[src/logic/mec_defs.svh]
// timing and sizing constants for the manchester line codec
// assumes inclusion by the codec top only, core clock at 250 MHz
`ifndef MEC_DEFS_SVH
`define MEC_DEFS_SVH

// ----------------------------------------------------------------------------
// clocking
// ----------------------------------------------------------------------------
`define MEC_CORE_CLK_MHZ    250
`define MEC_XTAL_MHZ        20
`define MEC_XTAL_DIV        2

// ----------------------------------------------------------------------------
// line timing in ns, and the derived core-clock counts
// ----------------------------------------------------------------------------
`define MEC_BIT_NS          100
`define MEC_PREEMPH_NS      50
`define MEC_JITTER_NS       18
`define MEC_DEC_BLANK_NS    75
`define MEC_DEC_EOF_NS      130
`define MEC_COL_HOLD_NS     100
// least time, rounded up
`define MEC_DEC_BLANK_CYC   ((`MEC_DEC_BLANK_NS * `MEC_CORE_CLK_MHZ + 999) / 1000)
// longest times, rounded down
`define MEC_DEC_EOF_CYC     ((`MEC_DEC_EOF_NS * `MEC_CORE_CLK_MHZ) / 1000)
`define MEC_COL_HOLD_CYC    ((`MEC_COL_HOLD_NS * `MEC_CORE_CLK_MHZ) / 1000)

// ----------------------------------------------------------------------------
// transmit buffer
// ----------------------------------------------------------------------------
`define MEC_TXBUF_DEPTH     2
`define MEC_TXBUF_PTR_W     1

`endif

[src/logic/mec_pkg.sv]
// types shared by the manchester line codec
// assumes mec_defs.svh supplies all numeric constants
package mec_pkg;

    // ------------------------------------------------------------------------
    // state machines
    // ------------------------------------------------------------------------
    typedef enum logic [1:0] {
        ENC_IDLE   = 2'b00,
        ENC_FIRST  = 2'b01,
        ENC_SECOND = 2'b10,
        ENC_TAIL   = 2'b11
    } mec_enc_state_t;

    typedef enum logic [1:0] {
        DEC_IDLE = 2'b00,
        DEC_LOCK = 2'b01
    } mec_dec_state_t;

    // ------------------------------------------------------------------------
    // carriers
    // ------------------------------------------------------------------------
    typedef struct packed {
        logic data;
        logic last;
    } mec_tx_bit_t;

    typedef struct packed {
        logic valid;
        logic data;
        logic crs;
        logic col;
    } mec_rx_side_t;

endpackage
[src/logic/mec_line_codec.sv]
// manchester line codec: encoder, twisted-pair drive with pre-emphasis copy,
// squelch-gated decoder, collision translator and crystal divider.
// assumes the mac runs on core_clk; crystal, line and external codec pins are
// asynchronous and are synchronised here.
`timescale 1ns/1ps
`include "mec_defs.svh"

module mec_line_codec
    import mec_pkg::*;
(
    // clock and reset
    input  wire logic core_clk,
    input  wire logic reset,
    // pins: crystal, bypass strap
    input  wire logic crystal_in,
    input  wire logic codec_bypass_select,
    // mac transmit stream
    input  wire logic mac_tx_valid,
    input  wire logic mac_tx_data,
    input  wire logic mac_tx_last,
    output logic      mac_tx_ready,
    // mac receive side
    output logic      mac_bit_clock,
    output logic      mac_rx_valid,
    output logic      mac_rx_data,
    output logic      mac_rx_eof,
    output logic      mac_carrier_sense,
    output logic      mac_collision,
    // line pins
    input  wire logic rx_pair_in,
    input  wire logic rx_squelch_ok,
    input  wire logic collision_in_pair,
    input  wire logic collision_squelch_ok,
    output logic      pair_drive_out_p,
    output logic      pair_drive_out_n,
    output logic      pair_drive_delayed_p,
    output logic      pair_drive_delayed_n,
    // external codec pins
    output logic      pin_tx_en,
    output logic      pin_tx_data,
    output logic      pin_rx_valid,
    output logic      pin_rx_data,
    output logic      pin_carrier_sense,
    output logic      pin_collision,
    input  wire logic ext_rx_clk,
    input  wire logic ext_rx_data,
    input  wire logic ext_crs,
    input  wire logic ext_col
);

    localparam logic [7:0] BLANK_CYC = 8'(`MEC_DEC_BLANK_CYC);
    localparam logic [7:0] EOF_CYC   = 8'(`MEC_DEC_EOF_CYC);
    localparam logic [7:0] COL_CYC   = 8'(`MEC_COL_HOLD_CYC);
    localparam int         NSYNC     = 10;

    // ------------------------------------------------------------------------
    // pin synchronisers: stage one feeds stage two only, stage three is edge history
    // ------------------------------------------------------------------------
    logic [NSYNC-1:0] sync1;
    logic [NSYNC-1:0] sync2;
    logic [NSYNC-1:0] sync3;
    logic [NSYNC-1:0] pins_in;

    assign pins_in = {ext_col, ext_crs, ext_rx_data, ext_rx_clk, collision_squelch_ok,
                      collision_in_pair, rx_squelch_ok, rx_pair_in, codec_bypass_select,
                      crystal_in};

    always_ff @(posedge core_clk) begin
        if (reset) begin
            sync1 <= '0;
            sync2 <= '0;
            sync3 <= '0;
        end else begin
            sync1 <= pins_in;
            sync2 <= sync1;
            sync3 <= sync2;
        end
    end

    logic xtal_tick;
    logic bypass;
    logic rx_level;
    logic rx_edge;
    logic rx_sq;
    logic col_edge;
    logic col_sq;
    logic ext_clk_rise;

    function automatic logic edge_of(input int idx, input logic [NSYNC-1:0] a,
                                     input logic [NSYNC-1:0] b);
        edge_of = a[idx] ^ b[idx];
    endfunction

    assign xtal_tick    = sync2[0] & ~sync3[0];
    assign bypass       = sync2[1];
    assign rx_level     = sync2[2];
    assign rx_edge      = edge_of(2, sync2, sync3);
    assign rx_sq        = sync2[3];
    assign col_edge     = edge_of(4, sync2, sync3);
    assign col_sq       = sync2[5];
    assign ext_clk_rise = sync2[6] & ~sync3[6];

    // ------------------------------------------------------------------------
    // crystal divider: every crystal rise is one half cell (50 ns)
    // ------------------------------------------------------------------------
    logic next_bit_clock;

    always_comb begin
        next_bit_clock = mac_bit_clock ^ xtal_tick;
    end

    always_ff @(posedge core_clk) begin
        if (reset) begin
            mac_bit_clock <= 1'b0;
        end else begin
            mac_bit_clock <= next_bit_clock;
        end
    end

    // ------------------------------------------------------------------------
    // two-entry transmit buffer; ready drops when full so the mac stalls
    // ------------------------------------------------------------------------
    mec_tx_bit_t              buf_mem [`MEC_TXBUF_DEPTH];
    mec_tx_bit_t              next_buf_mem [`MEC_TXBUF_DEPTH];
    logic [`MEC_TXBUF_PTR_W-1:0] wr_ptr;
    logic [`MEC_TXBUF_PTR_W-1:0] rd_ptr;
    logic [`MEC_TXBUF_PTR_W:0]   buf_count;
    logic [`MEC_TXBUF_PTR_W-1:0] next_wr_ptr;
    logic [`MEC_TXBUF_PTR_W-1:0] next_rd_ptr;
    logic [`MEC_TXBUF_PTR_W:0]   next_buf_count;
    logic                      buf_valid;
    logic                      buf_pop;
    logic                      buf_push;
    logic                      buf_flush;
    mec_tx_bit_t               buf_head;

    assign mac_tx_ready = (buf_count != 2'(`MEC_TXBUF_DEPTH)) & ~buf_flush;
    assign buf_valid    = (buf_count != '0);
    assign buf_head     = buf_mem[rd_ptr];
    assign buf_push     = mac_tx_valid & mac_tx_ready;

    always_comb begin
        next_buf_mem   = buf_mem;
        next_wr_ptr    = wr_ptr;
        next_rd_ptr    = rd_ptr;
        next_buf_count = buf_count;
        if (buf_flush) begin
            next_rd_ptr    = '0;
            next_wr_ptr    = '0;
            next_buf_count = '0;
        end else begin
            if (buf_push) begin
                next_buf_mem[wr_ptr] = '{data: mac_tx_data, last: mac_tx_last};
                next_wr_ptr          = wr_ptr + 1'b1;
            end
            if (buf_pop) begin
                next_rd_ptr = rd_ptr + 1'b1;
            end
            next_buf_count = buf_count + {1'b0, buf_push} - {1'b0, buf_pop};
        end
    end

    always_ff @(posedge core_clk) begin
        if (reset) begin
            buf_mem   <= '{default: '0};
            wr_ptr    <= '0;
            rd_ptr    <= '0;
            buf_count <= '0;
        end else begin
            buf_mem   <= next_buf_mem;
            wr_ptr    <= next_wr_ptr;
            rd_ptr    <= next_rd_ptr;
            buf_count <= next_buf_count;
        end
    end

    // ------------------------------------------------------------------------
    // encoder: one state step per half cell
    // ------------------------------------------------------------------------
    mec_enc_state_t enc_state;
    mec_enc_state_t next_enc_state;
    mec_tx_bit_t    cur_bit;
    mec_tx_bit_t    next_cur_bit;
    logic           line;
    logic           next_line;
    logic           drive_on;
    logic           next_drive_on;
    logic           dly_p;
    logic           dly_n;
    logic           next_dly_p;
    logic           next_dly_n;
    logic           next_pin_tx_en;
    logic           next_pin_tx_data;

    always_comb begin
        next_enc_state   = enc_state;
        next_cur_bit     = cur_bit;
        next_line        = line;
        next_drive_on    = drive_on;
        next_pin_tx_en   = pin_tx_en;
        next_pin_tx_data = pin_tx_data;
        buf_pop          = 1'b0;
        // a collision while the encoder is not idle empties the buffer so the mac can restart the frame later
        buf_flush        = mac_collision & (enc_state != ENC_IDLE);
        next_dly_p       = dly_p;
        next_dly_n       = dly_n;
        if (xtal_tick) begin
            next_dly_p = pair_drive_out_p;
            next_dly_n = pair_drive_out_n;
            case (enc_state)
                ENC_IDLE: begin
                    // in bypass the stream still drains, shown on pins only
                    if (buf_valid) begin
                        buf_pop        = 1'b1;
                        next_cur_bit   = buf_head;
                        next_line      = ~buf_head.data;
                        next_drive_on  = ~bypass;
                        next_pin_tx_en = 1'b1;
                        next_pin_tx_data = buf_head.data;
                        next_enc_state = ENC_FIRST;
                    end
                end
                ENC_FIRST: begin
                    next_line      = cur_bit.data;
                    next_enc_state = ENC_SECOND;
                end
                ENC_SECOND: begin
                    if (buf_valid & ~cur_bit.last & ~mac_collision) begin
                        buf_pop          = 1'b1;
                        next_cur_bit     = buf_head;
                        next_line        = ~buf_head.data;
                        next_pin_tx_data = buf_head.data;
                        next_enc_state   = ENC_FIRST;
                    end else begin
                        // high half cell: rising at cell end after a zero,
                        // held high after the mid-cell rise of a one
                        next_line      = 1'b1;
                        next_pin_tx_en = 1'b0;
                        next_enc_state = ENC_TAIL;
                    end
                end
                ENC_TAIL: begin
                    next_line      = 1'b0;
                    next_drive_on  = 1'b0;
                    next_enc_state = ENC_IDLE;
                end
                default: begin
                    next_enc_state = ENC_IDLE;
                end
            endcase
        end
    end

    always_ff @(posedge core_clk) begin
        if (reset) begin
            enc_state   <= ENC_IDLE;
            cur_bit     <= '0;
            line        <= 1'b0;
            drive_on    <= 1'b0;
            dly_p       <= 1'b0;
            dly_n       <= 1'b0;
            pin_tx_en   <= 1'b0;
            pin_tx_data <= 1'b0;
        end else begin
            enc_state   <= next_enc_state;
            cur_bit     <= next_cur_bit;
            line        <= next_line;
            drive_on    <= next_drive_on;
            dly_p       <= next_dly_p;
            dly_n       <= next_dly_n;
            pin_tx_en   <= next_pin_tx_en;
            pin_tx_data <= next_pin_tx_data;
        end
    end

    // both outputs low when idle; delayed pair trails by one half cell
    assign pair_drive_out_p     = drive_on & line;
    assign pair_drive_out_n     = drive_on & ~line;
    assign pair_drive_delayed_p = dly_p;
    assign pair_drive_delayed_n = dly_n;

    // ------------------------------------------------------------------------
    // decoder: blanking past boundary edges, data is the level after mid-cell
    // ------------------------------------------------------------------------
    mec_dec_state_t dec_state;
    mec_dec_state_t next_dec_state;
    logic [7:0]     dec_cnt;
    logic [7:0]     next_dec_cnt;
    mec_rx_side_t   int_rx;
    mec_rx_side_t   next_int_rx;
    logic           int_eof;
    logic           next_int_eof;

    always_comb begin
        next_dec_state    = dec_state;
        next_dec_cnt      = dec_cnt;
        next_int_rx       = int_rx;
        next_int_rx.valid = 1'b0;
        next_int_eof      = 1'b0;
        case (dec_state)
            DEC_IDLE: begin
                // preamble carries only mid-cell edges, so the first edge locks
                if (rx_sq & rx_edge) begin
                    next_dec_state    = DEC_LOCK;
                    next_dec_cnt      = '0;
                    next_int_rx.valid = 1'b1;
                    next_int_rx.data  = rx_level;
                    next_int_rx.crs   = 1'b1;
                end
            end
            DEC_LOCK: begin
                next_dec_cnt = dec_cnt + 8'h01;
                // 75 ns blanking sits between 50+18 and 100-18 ns
                if (rx_edge & (dec_cnt >= BLANK_CYC)) begin
                    next_dec_cnt      = '0;
                    next_int_rx.valid = 1'b1;
                    next_int_rx.data  = rx_level;
                end else if (dec_cnt >= EOF_CYC) begin
                    next_dec_state  = DEC_IDLE;
                    next_int_eof    = 1'b1;
                    next_int_rx.crs = 1'b0;
                end
            end
            default: begin
                next_dec_state = DEC_IDLE;
            end
        endcase
    end

    // ------------------------------------------------------------------------
    // collision translator: each qualified edge re-arms a one-bit hold
    // ------------------------------------------------------------------------
    logic [7:0] col_cnt;
    logic [7:0] next_col_cnt;

    always_comb begin
        next_col_cnt    = col_cnt;
        if (col_sq & col_edge) begin
            next_col_cnt = COL_CYC;
        end else if (col_cnt != '0) begin
            next_col_cnt = col_cnt - 8'h01;
        end
        next_int_rx.col = (next_col_cnt != '0);
    end

    always_ff @(posedge core_clk) begin
        if (reset) begin
            dec_state <= DEC_IDLE;
            dec_cnt   <= '0;
            int_rx    <= '0;
            int_eof   <= 1'b0;
            col_cnt   <= '0;
        end else begin
            dec_state <= next_dec_state;
            dec_cnt   <= next_dec_cnt;
            int_rx    <= next_int_rx;
            int_eof   <= next_int_eof;
            col_cnt   <= next_col_cnt;
        end
    end

    // ------------------------------------------------------------------------
    // mac side selection and observation pins
    // ------------------------------------------------------------------------
    mec_rx_side_t ext_rx;
    mec_rx_side_t mac_rx;
    mec_rx_side_t next_mac_rx;
    logic         next_mac_eof;
    logic         ext_crs_d;

    assign ext_rx = '{valid: ext_clk_rise, data: sync2[7], crs: sync2[8], col: sync2[9]};

    always_comb begin
        if (bypass) begin
            next_mac_rx  = ext_rx;
            next_mac_eof = ext_crs_d & ~ext_rx.crs;
        end else begin
            next_mac_rx  = int_rx;
            next_mac_eof = int_eof;
        end
    end

    always_ff @(posedge core_clk) begin
        if (reset) begin
            mac_rx     <= '0;
            mac_rx_eof <= 1'b0;
            ext_crs_d  <= 1'b0;
        end else begin
            mac_rx     <= next_mac_rx;
            mac_rx_eof <= next_mac_eof;
            ext_crs_d  <= ext_rx.crs;
        end
    end

    assign mac_rx_valid      = mac_rx.valid;
    assign mac_rx_data       = mac_rx.data;
    assign mac_carrier_sense = mac_rx.crs;
    assign mac_collision     = mac_rx.col;
    // internal codec's signals stay visible on pins in either mode
    assign pin_rx_valid      = int_rx.valid;
    assign pin_rx_data       = int_rx.data;
    assign pin_carrier_sense = int_rx.crs;
    assign pin_collision     = int_rx.col;

endmodule

[config.mk]
export PLATFORM = sky130hd
export DESIGN_NAME = mec_line_codec
export DESIGN_NICKNAME = d
export VERILOG_FILES = /design/src/logic/mec_pkg.sv /design/src/logic/mec_line_codec.sv
export VERILOG_INCLUDE_DIRS = /design/src /design/src/logic
export SDC_FILE = /design/constraint.sdc
export NUM_CORES = 1
export LEC_CHECK = 0
export BUFFER_PORTS_ARGS = -buffer_cell sky130_fd_sc_hd__buf_2
export CAP_MARGIN = 10
export CORE_ASPECT_RATIO = 0.75
export CORE_MARGIN = 2
export CORE_UTILIZATION = 45
export DETAILED_ROUTE_END_ITERATION = 6
export GPL_TIMING_DRIVEN = 0
export MAX_ROUTING_LAYER = met4
export PLACE_DENSITY_LB_ADDON = 0.15
export SLEW_MARGIN = 20
export SYNTH_ARGS = -nofsm -noshare
export SYNTH_HDL_FRONTEND = slang
export SYNTH_SLANG_ARGS = --single-unit
[constraint.sdc]
create_clock -name core_clk -period 3.45 [get_ports core_clk]
set_input_delay 0.1725 -clock core_clk [delete_from_list [all_inputs] [get_ports core_clk]]
set_output_delay 0.1725 -clock core_clk [all_outputs]
set_load 0.05 [all_outputs]
==> summary.md, run 1 <==
| Metric | Value |
|---|---|
| Worst EP required | `3.66 ns` |
| Kind of cell with the highest combined delay on the critical path | `adder cells` |
| Rows | `21` |
| Clock-pin slew on the worst setup and hold paths | `approximately 0.11 ns` |
| Post-place instance area | `2360 um^2` |
| Boundary pin count | `32` |
| Setup TNS Final | `0 ns` |
| Final design area excluding fillers | `2460 um^2` |
| # port buffers | `27` |
| Number of inserted diodes | `0` |
| Gate count after technology mapping | `225` |
| Weighted congestion at the end of routability-driven global placement | `0.807` |
| Number of synthesis warnings | `2` |
| Cell type contributing the most total cell area after synthesis | `dfxtp_1` |
| Count of endpoints failing setup in the final report | `0` |
| Kind of path behind the tightest hold check | `in -> reg` |
| Fill cell instance count of the final layout | `434` |
| Cell with the most instances after synthesis | `dfxtp_1` |
| Area growth from synthesis to final layout | `14.1%` |
| Worst hold path endpoint | `sync1[7]` |
| Hold Worst Slack | `roughly 0.063 ns` |
| Max Freq | `517 MHz` |
| DP Wirelength | `2730 um` |
| Total overflow reported by the global router | `0` |
| Max-slew violations | `0` |
| Number of antenna violations at the first check in global routing | `0` |
| Critical hold path startpoint | `ext_rx_data` |
| Combinational cell fraction of total power | `approximately 14%` |
| Async set or reset register ratio after synthesis | `0%` |
| Mean post-synth cell area | `between 9 and 10 um^2` |
| Total Wirelength | `3730 um` |
| Primary flip-flop cell chosen by synthesis mapping | `dfxtp_1` |
| Launching element type of the critical path | `register` |
| Setup fix buffers added after clock tree synthesis | `0` |
| Via count normalized by instance count | `4.89` |
| Number of library cell types mapped by synthesis | `41` |
| Clock Tree Buf Depth | `2` |
| Total clock buffers created by CTS | `5` |
| DRC violation total after the first TritonRoute iteration | `114` |
| Die area | `5360 um^2` |
| Number of synthesized flops with an enable pin | `0` |
| Via count of the first global-routing pass | `between 1,000 and 1,500` |
| Antenna-violating nets left | `0` |
| Post-synthesis cell area | `2150 um^2` |
| Number of cells in the design after placement | `309` |
| Die Span Y | `63.9 um` |
| Power density over the cells | `just over 500 nW/um^2` |
| Drt wl/cell | `11.8 um` |
| Switching Power | `0.353 mW` |
| Sequential share of the synthesized area | `52.1%` |
| Unrepaired setup endpoints after global routing | `false` |
| List of most frequent post-synthesis cells | `56 x dfxtp_1, 29 x nor2_1, 23 x nor2b_1` |
| Startpoint of the most critical register-to-register path | `mac_collision` |
| Crit path time final | `1.93 ns` |
| Quantity of hold-fixing buffers added after cts | `0` |
| Max capacitance violation total | `0` |
| Critical-path maximum fanout | `5` |
| Critical path cell sequence | `o21ai_0, nor4b_4, ha_1, inv_1, ha_1, xor2_1, xnor2_1, nor2_1` |
| Root cell of the clock tree | `clkbuf_8` |
| Non-Filler Instances | `317` |
| Die W | `83.9 um` |
| Data arrival time at the worst-slack endpoint | `2.14 ns` |
| Number of nets in the synthesized netlist | `244` |
| Number of nets in the finished design | `278` |
| GR Util All Layers | `approximately 16%` |
| Initial cell density of the core | `47.6%` |
| Core footprint | `~4500 um^2` |
| First-pass GRT wire length | `6740 um` |
| Proportion of total power due to net switching | `28.3%` |
| Worst setup slack for register-to-register paths | `1.52 ns` |
| Type of the worst setup path | `reg -> reg` |
| Total number of vias | `around 1,500` |
| Slowest library cell on the worst path | `nor4b_4` |
| Share of Yosys cell area claimed by the top area cell type | `between 50% and 60%` |
| Post-synthesis register bit count | `56` |
| Peak supply drop | `0.000280 V` |
| Leakage power summed over all cells | `1.01 nW` |
| Level count of the clock H-tree | `2` |
| Setup crit end kind | `register` |
| Cell depth of the worst hold path | `2` |
| Sequential cell fraction of total power | `55.9%` |
| Clock Skews | `between 0.01 and 0.015 ns` |
| Internal power | `0.896 mW` |
| Fraction of the cycle the final worst path needs | `56.1%` |
| Reg area | `1120 um^2` |
| Slowest cell delay on critical path | `roughly 0.39 ns` |
| Clock insertion delay at the later pin of the skew report | `0.31 ns` |
| Maximum number of pins on one net before global-route repair | `20` |
| # DRC | `0` |
| Drt pass-1 iters | `4` |
| Clock tree from TritonCTS | `built` |
| Number of buffers and inverters on the critical path | `1` |
| Top area cells in the synthesized netlist | `dfxtp_1 52%, nor2b_1 6.7%, nor2_1 5.1%, a21oi_1 4.0%, mux2i_1 3.3%` |
| Destination of the worst register-to-register timing path | `buf_count[1]` |
| Number of endpoints with negative hold slack in the final report | `0` |
| Result of the run | `completed` |
| Fraction of layout cells with a size suffix above 1 | `~17%` |
| Number of cells on the worst reg-to-reg path | `8` |
| Cell seen most often among critical-path stages | `ha_1` |
| Area of combinational cells with multiple inputs | `about 960 um^2` |
| CTS Sinks | `56` |
| Post-CTS resize count | `0` |
| Clock power frac | `29.8%` |
final cells by class:
cell class                 instances  share of cell area [%]
inverter                           6                   0.917
sequential                        56                    45.6
tap                               57                    2.90
clock buffer                       5                    2.80
timing repair buffer              27                    5.50
multi-input combinational        153                    39.0
clock inverter                     3                    1.12
buffer                            10                    2.09
routing by layer:
| metal | share of wire [%] | global-route usage [%] | wire length, um | vias to the layer above |
|---|---|---|---|---|
| li1 | - | - | - | 817 |
| met1 | 54 | 23.1 | 2010 | 698 |
| met2 | 40 | 22.5 | 1500 | 29 |
| met3 | 4.7 | 4.13 | 174 | 5 |
| met4 | 1.1 | 4.84 | 41 | 0 |
| met5 | 0 | - | 0 | - |
flip-flops by register name (all words and copies together) (netlist names), 2 cells and up:
register and flops:
enc_state 2, buf_count 2, sync3 3, sync2 8, buf_mem 4, sync1 8
dec_cnt 8
power by group through the flow:
stage | Sequential (mW) | Combinational (mW) | Clock, mW
after CTS | 0.698 | 0.180 | 0.382
final | 0.698 | 0.180 | 0.372
after global placement | 0.712 | 0.178 | 0
after floorplan | 0.732 | 0.119 | 0
after detailed placement | 0.713 | 0.179 | 0
after global routing | 0.704 | 0.200 | 0.412
metrics by stage:
| step | utilization, % | worst slack (ns) | power (mW) |
|---|---|---|---|
| 3_5_place_dp | 52.2 | 1.51 | 0.892 |
| 4_1_cts | 54.3 | 1.51 | 1.26 |
| 5_1_grt | 54.3 | 1.32 | 1.32 |
| 3_3_place_gp | 52.2 | 1.50 | 0.889 |
| 2_1_floorplan | - | 1.46 | 0.851 |
| 6_report | 54.3 | 1.52 | 1.25 |
worst reg2reg max path: stages, from the launching register on:
cell and delay [ns]:
dfxtp_1 0.35, o21ai_0 0.25, nor4b_4 0.39, ha_1 0.30, inv_1 0.06, ha_1 0.15
xor2_1 0.17, xnor2_1 0.13, nor2_1 0.05
placed cells by master (no fill, tap or decap), drive strengths merged, types with 2 or more instances in the layout:
| cell type | Yosys | layout |
|---|---|---|
| xnor2 | 5 | 5 |
| ha | 4 | 4 |
| o21ai | 8 | 8 |
| a211oi | 4 | 4 |
| mux2i | 7 | 7 |
| nor2b | 23 | 23 |
| nor2 | 29 | 29 |
| nor3 | 2 | 2 |
| nand4 | 5 | 5 |
| a21oi | 17 | 17 |
| or2 | 2 | 2 |
| xor2 | 6 | 6 |
| inv | 6 | 7 |
| and2 | 2 | 2 |
| buf | 4 | 31 |
| clkbuf | 6 | 11 |
| nand3b | 5 | 5 |
| nand2b | 5 | 5 |
| nand2 | 11 | 11 |
| dfxtp | 56 | 56 |
cell families after synthesis:
group / synth area share, %
other: 0.174
AOI/OAI and AO/OA: 10.4
xor gates and xnor gates: 4.47
muxes: 3.25
and+or+nand+nor: 23.9
DFF: 52.1
adders and majority gates: 2.32
buffers and inverters: 3.43
worst max-delay path by stage:
stage	to	depth (start not counted)	from	slack (ns)
3_5_place_dp	buf_count[1]	9	sync3[0]	1.51
6_report	buf_count[1]	8	mac_collision	1.52
3_3_place_gp	buf_count[1]	8	mac_collision	1.50
5_1_grt	buf_count[1]	8	enc_state[1]	1.32
2_1_floorplan	buf_count[1]	8	mac_collision	1.46
4_1_cts	buf_count[1]	9	sync3[0]	1.51
Note: power is estimated with default switching activity, not from simulation.
==> run 2: changes to the inputs <==
Clock period 3.45 ns to 1.6 ns, I/O delays scaled along.
==> summary.md, run 2 (synthesis results as in run 1) <==
| Metric | Value |
|---|---|
| Result of the run | `complete, but fails checks (was completed)` |
| Violated checks | `negative setup slack` |
| Total overflow reported by the global router | `0 (unchanged)` |
| Setup TNS Final | `-0.113 ns (was 0 ns)` |
| Drt wl/cell | `12.4 um (was 11.8 um)` |
| First-pass GRT wire length | `6690 um (was 6740 um)` |
| Peak supply drop | `0.000603 V (was 0.000280 V)` |
| Total clock buffers created by CTS | `5 (unchanged)` |
| Die area | `5360 um^2 (unchanged)` |
| Weighted congestion at the end of routability-driven global placement | `0.795 (was 0.807)` |
| Kind of path behind the tightest hold check | `in -> reg (unchanged)` |
| Fraction of layout cells with a size suffix above 1 | `23.3% (was 17.3%)` |
| Clock Skews | `0.00548 ns (was 0.0114 ns)` |
| Critical path cell sequence | `o21ai_4, nor4b_4, ha_1, inv_2, ha_4, xor2_1, xnor2_1, nor2_1 (was o21ai_0, nor4b_4, ha_1, inv_1, ha_1, xor2_1, xnor2_1, nor2_1)` |
| Number of antenna violations at the first check in global routing | `0 (unchanged)` |
| Crit path time final | `1.71 ns (was 1.93 ns)` |
| Root cell of the clock tree | `clkbuf_8 (unchanged)` |
| Unrepaired setup endpoints after global routing | `true (was false)` |
| Leading registers by flop count | `dec_cnt (8), sync1 (8), sync2 (8) (unchanged)` |
| CTS Sinks | `56 (unchanged)` |
| PnR worst setup slack | `-0.113 ns (was 1.52 ns)` |
| Number of nets in the finished design | `288 (was 278)` |
| Initial cell density of the core | `47.6% (unchanged)` |
| Worst EP required | `1.80 ns (was 3.66 ns)` |
| Highest-count cells in the layout ignoring fill and taps | `50 x dfxtp_1, 29 x nor2_1, 29 x buf_2 (was 56 x dfxtp_1, 29 x nor2_1, 29 x buf_2)` |
| Leakage power summed over all cells | `1.05 nW (was 1.01 nW)` |
| Area growth from synthesis to final layout | `21.6% (was 14.1%)` |
| DP Wirelength | `2650 um (was 2730 um)` |
| Die Span Y | `63.9 um (unchanged)` |
| Number of inserted diodes | `0 (unchanged)` |
| Final design area excluding fillers | `2620 um^2 (was 2460 um^2)` |
| Setup crit end kind | `register (unchanged)` |
| Max Freq | `584 MHz (was 517 MHz)` |
| Fill cell instance count of the final layout | `435 (was 434)` |
| Fraction of the cycle the final worst path needs | `107% (was 56.1%)` |
| Clock Tree Buf Depth | `2 (unchanged)` |
| Max-slew violations | `0 (unchanged)` |
| Data arrival time at the worst-slack endpoint | `1.92 ns (was 2.14 ns)` |
| Clock-pin slew on the worst setup and hold paths | `0.10 ns (was 0.11 ns)` |
| Total Wirelength | `4040 um (was 3730 um)` |
| Clock tree from TritonCTS | `built (unchanged)` |
| # DRC | `0 (unchanged)` |
| Most common cell after layout, fill and taps aside | `dfxtp_1 (unchanged)` |
| Boundary pin count | `32 (unchanged)` |
| Launching element type of the critical path | `register (unchanged)` |
| Critical-path maximum fanout | `3 (was 5)` |
| Via count normalized by instance count | `4.83 (was 4.89)` |
| Count of endpoints failing setup in the final report | `1 (was 0)` |
| Via count of the first global-routing pass | `1,436 (was 1,464)` |
| Fin util | `57.9% (was 54.3%)` |
| Actual slew at the worst max-slew pin | `slightly above 0.5 ns` |
| Die W | `83.9 um (unchanged)` |
| Core footprint | `4520 um^2 (unchanged)` |
| GR Util All Layers | `16.6% (was 16.1%)` |
| Drt pass-1 iters | `4 (unchanged)` |
| Power density over the cells | `1040 nW/um^2 (was 509 nW/um^2)` |
| Slowest cell delay on critical path | `0.36 ns (was 0.39 ns)` |
| Level count of the clock H-tree | `2 (unchanged)` |
| Number of endpoints with negative hold slack in the final report | `0 (unchanged)` |
| Maximum number of pins on one net before global-route repair | `19 (was 20)` |
| Post-place instance area | `2370 um^2 (was 2360 um^2)` |
| DRC violation total after the first TritonRoute iteration | `81 (was 114)` |
| Total number of vias | `1,581 (was 1,549)` |
| Type of the worst setup path | `reg -> reg (unchanged)` |
| # port buffers | `27 (unchanged)` |
| Slowest library cell on the worst path | `dfxtp_1 (was nor4b_4)` |
| Antenna-violating nets left | `0 (unchanged)` |
| Rows | `21 (unchanged)` |
| Max capacitance violation total | `0 (unchanged)` |
| Max-slew headroom | `about 66%` |
| Clock insertion delay at the later pin of the skew report | `0.31 ns (about the same)` |
-- run 2: stage by stage --
stage	hold WS, ns	std cells	total power, mW	setup slack (ns)
after floorplan	0.208	225	1.84	-0.204
after global placement	0.287	309	1.92	-0.316
after detailed placement	0.292	309	1.92	-0.333
after CTS	0.0136	327	2.72	-0.109
after global routing	0.0207	327	2.89	-0.233
final	0.0163	327	2.73	-0.113
-- run 2: timing repair --
action                                  CTS  global route
hold buffers                              8             0
pin swaps                                 5             2
endpoints found under the setup margin    3            10
resized for setup                         5            13
buffers inserted                          3             0
endpoints found under the hold margin     8             0
-- run 2: final cells by class --
cell class	count	area (um^2)	area share [%]
sequential	56	1130	43.2
clock inverter	3	21.3	0.812
inverter	6	22.5	0.860
timing repair buffer	38	238	9.08
clock buffer	5	68.8	2.63
tap	57	71.3	2.72
buffer	9	40.0	1.53
multi-input combinational	153	1030	39.2
-- run 2: path summary, 6_finish.rpt --
| path | start | end | slack (ns) | cells past startpoint |
|---|---|---|---|---|
| max reg2reg | cur_bit[0] | buf_count[1] | -0.11 | 8 |
| min reg2reg | sync1[6] | sync2[6] | 0.44 | 1 |
| max | cur_bit[0] | buf_count[1] | -0.11 | 8 |
| min | mac_tx_last | buf_mem[0] | 0.02 | 3 |
-- run 2: power by group --
group	switching, mW	total [mW]	internal (mW)
sequential	0.0524	1.52	1.46
combinational	0.249	0.431	0.181
clock	0.470	0.782	0.312
-- run 2: routing by layer --
layer	wire length, um	global-route usage (%)
met1	2140	22.7
met2	1700	23.4
met3	146	5.04
met4	54	5.44
met5	0	-
-- run 2: critical path, delay by kind of cell (launching register included) --
family / cells / cell delay, ns
xor+xnor: 2 / 0.32
compound gates: 1 / 0.18
flops: 1 / 0.36
fa+ha+maj: 2 / 0.40
simple gates: 2 / 0.28
buf+inv: 1 / 0.07
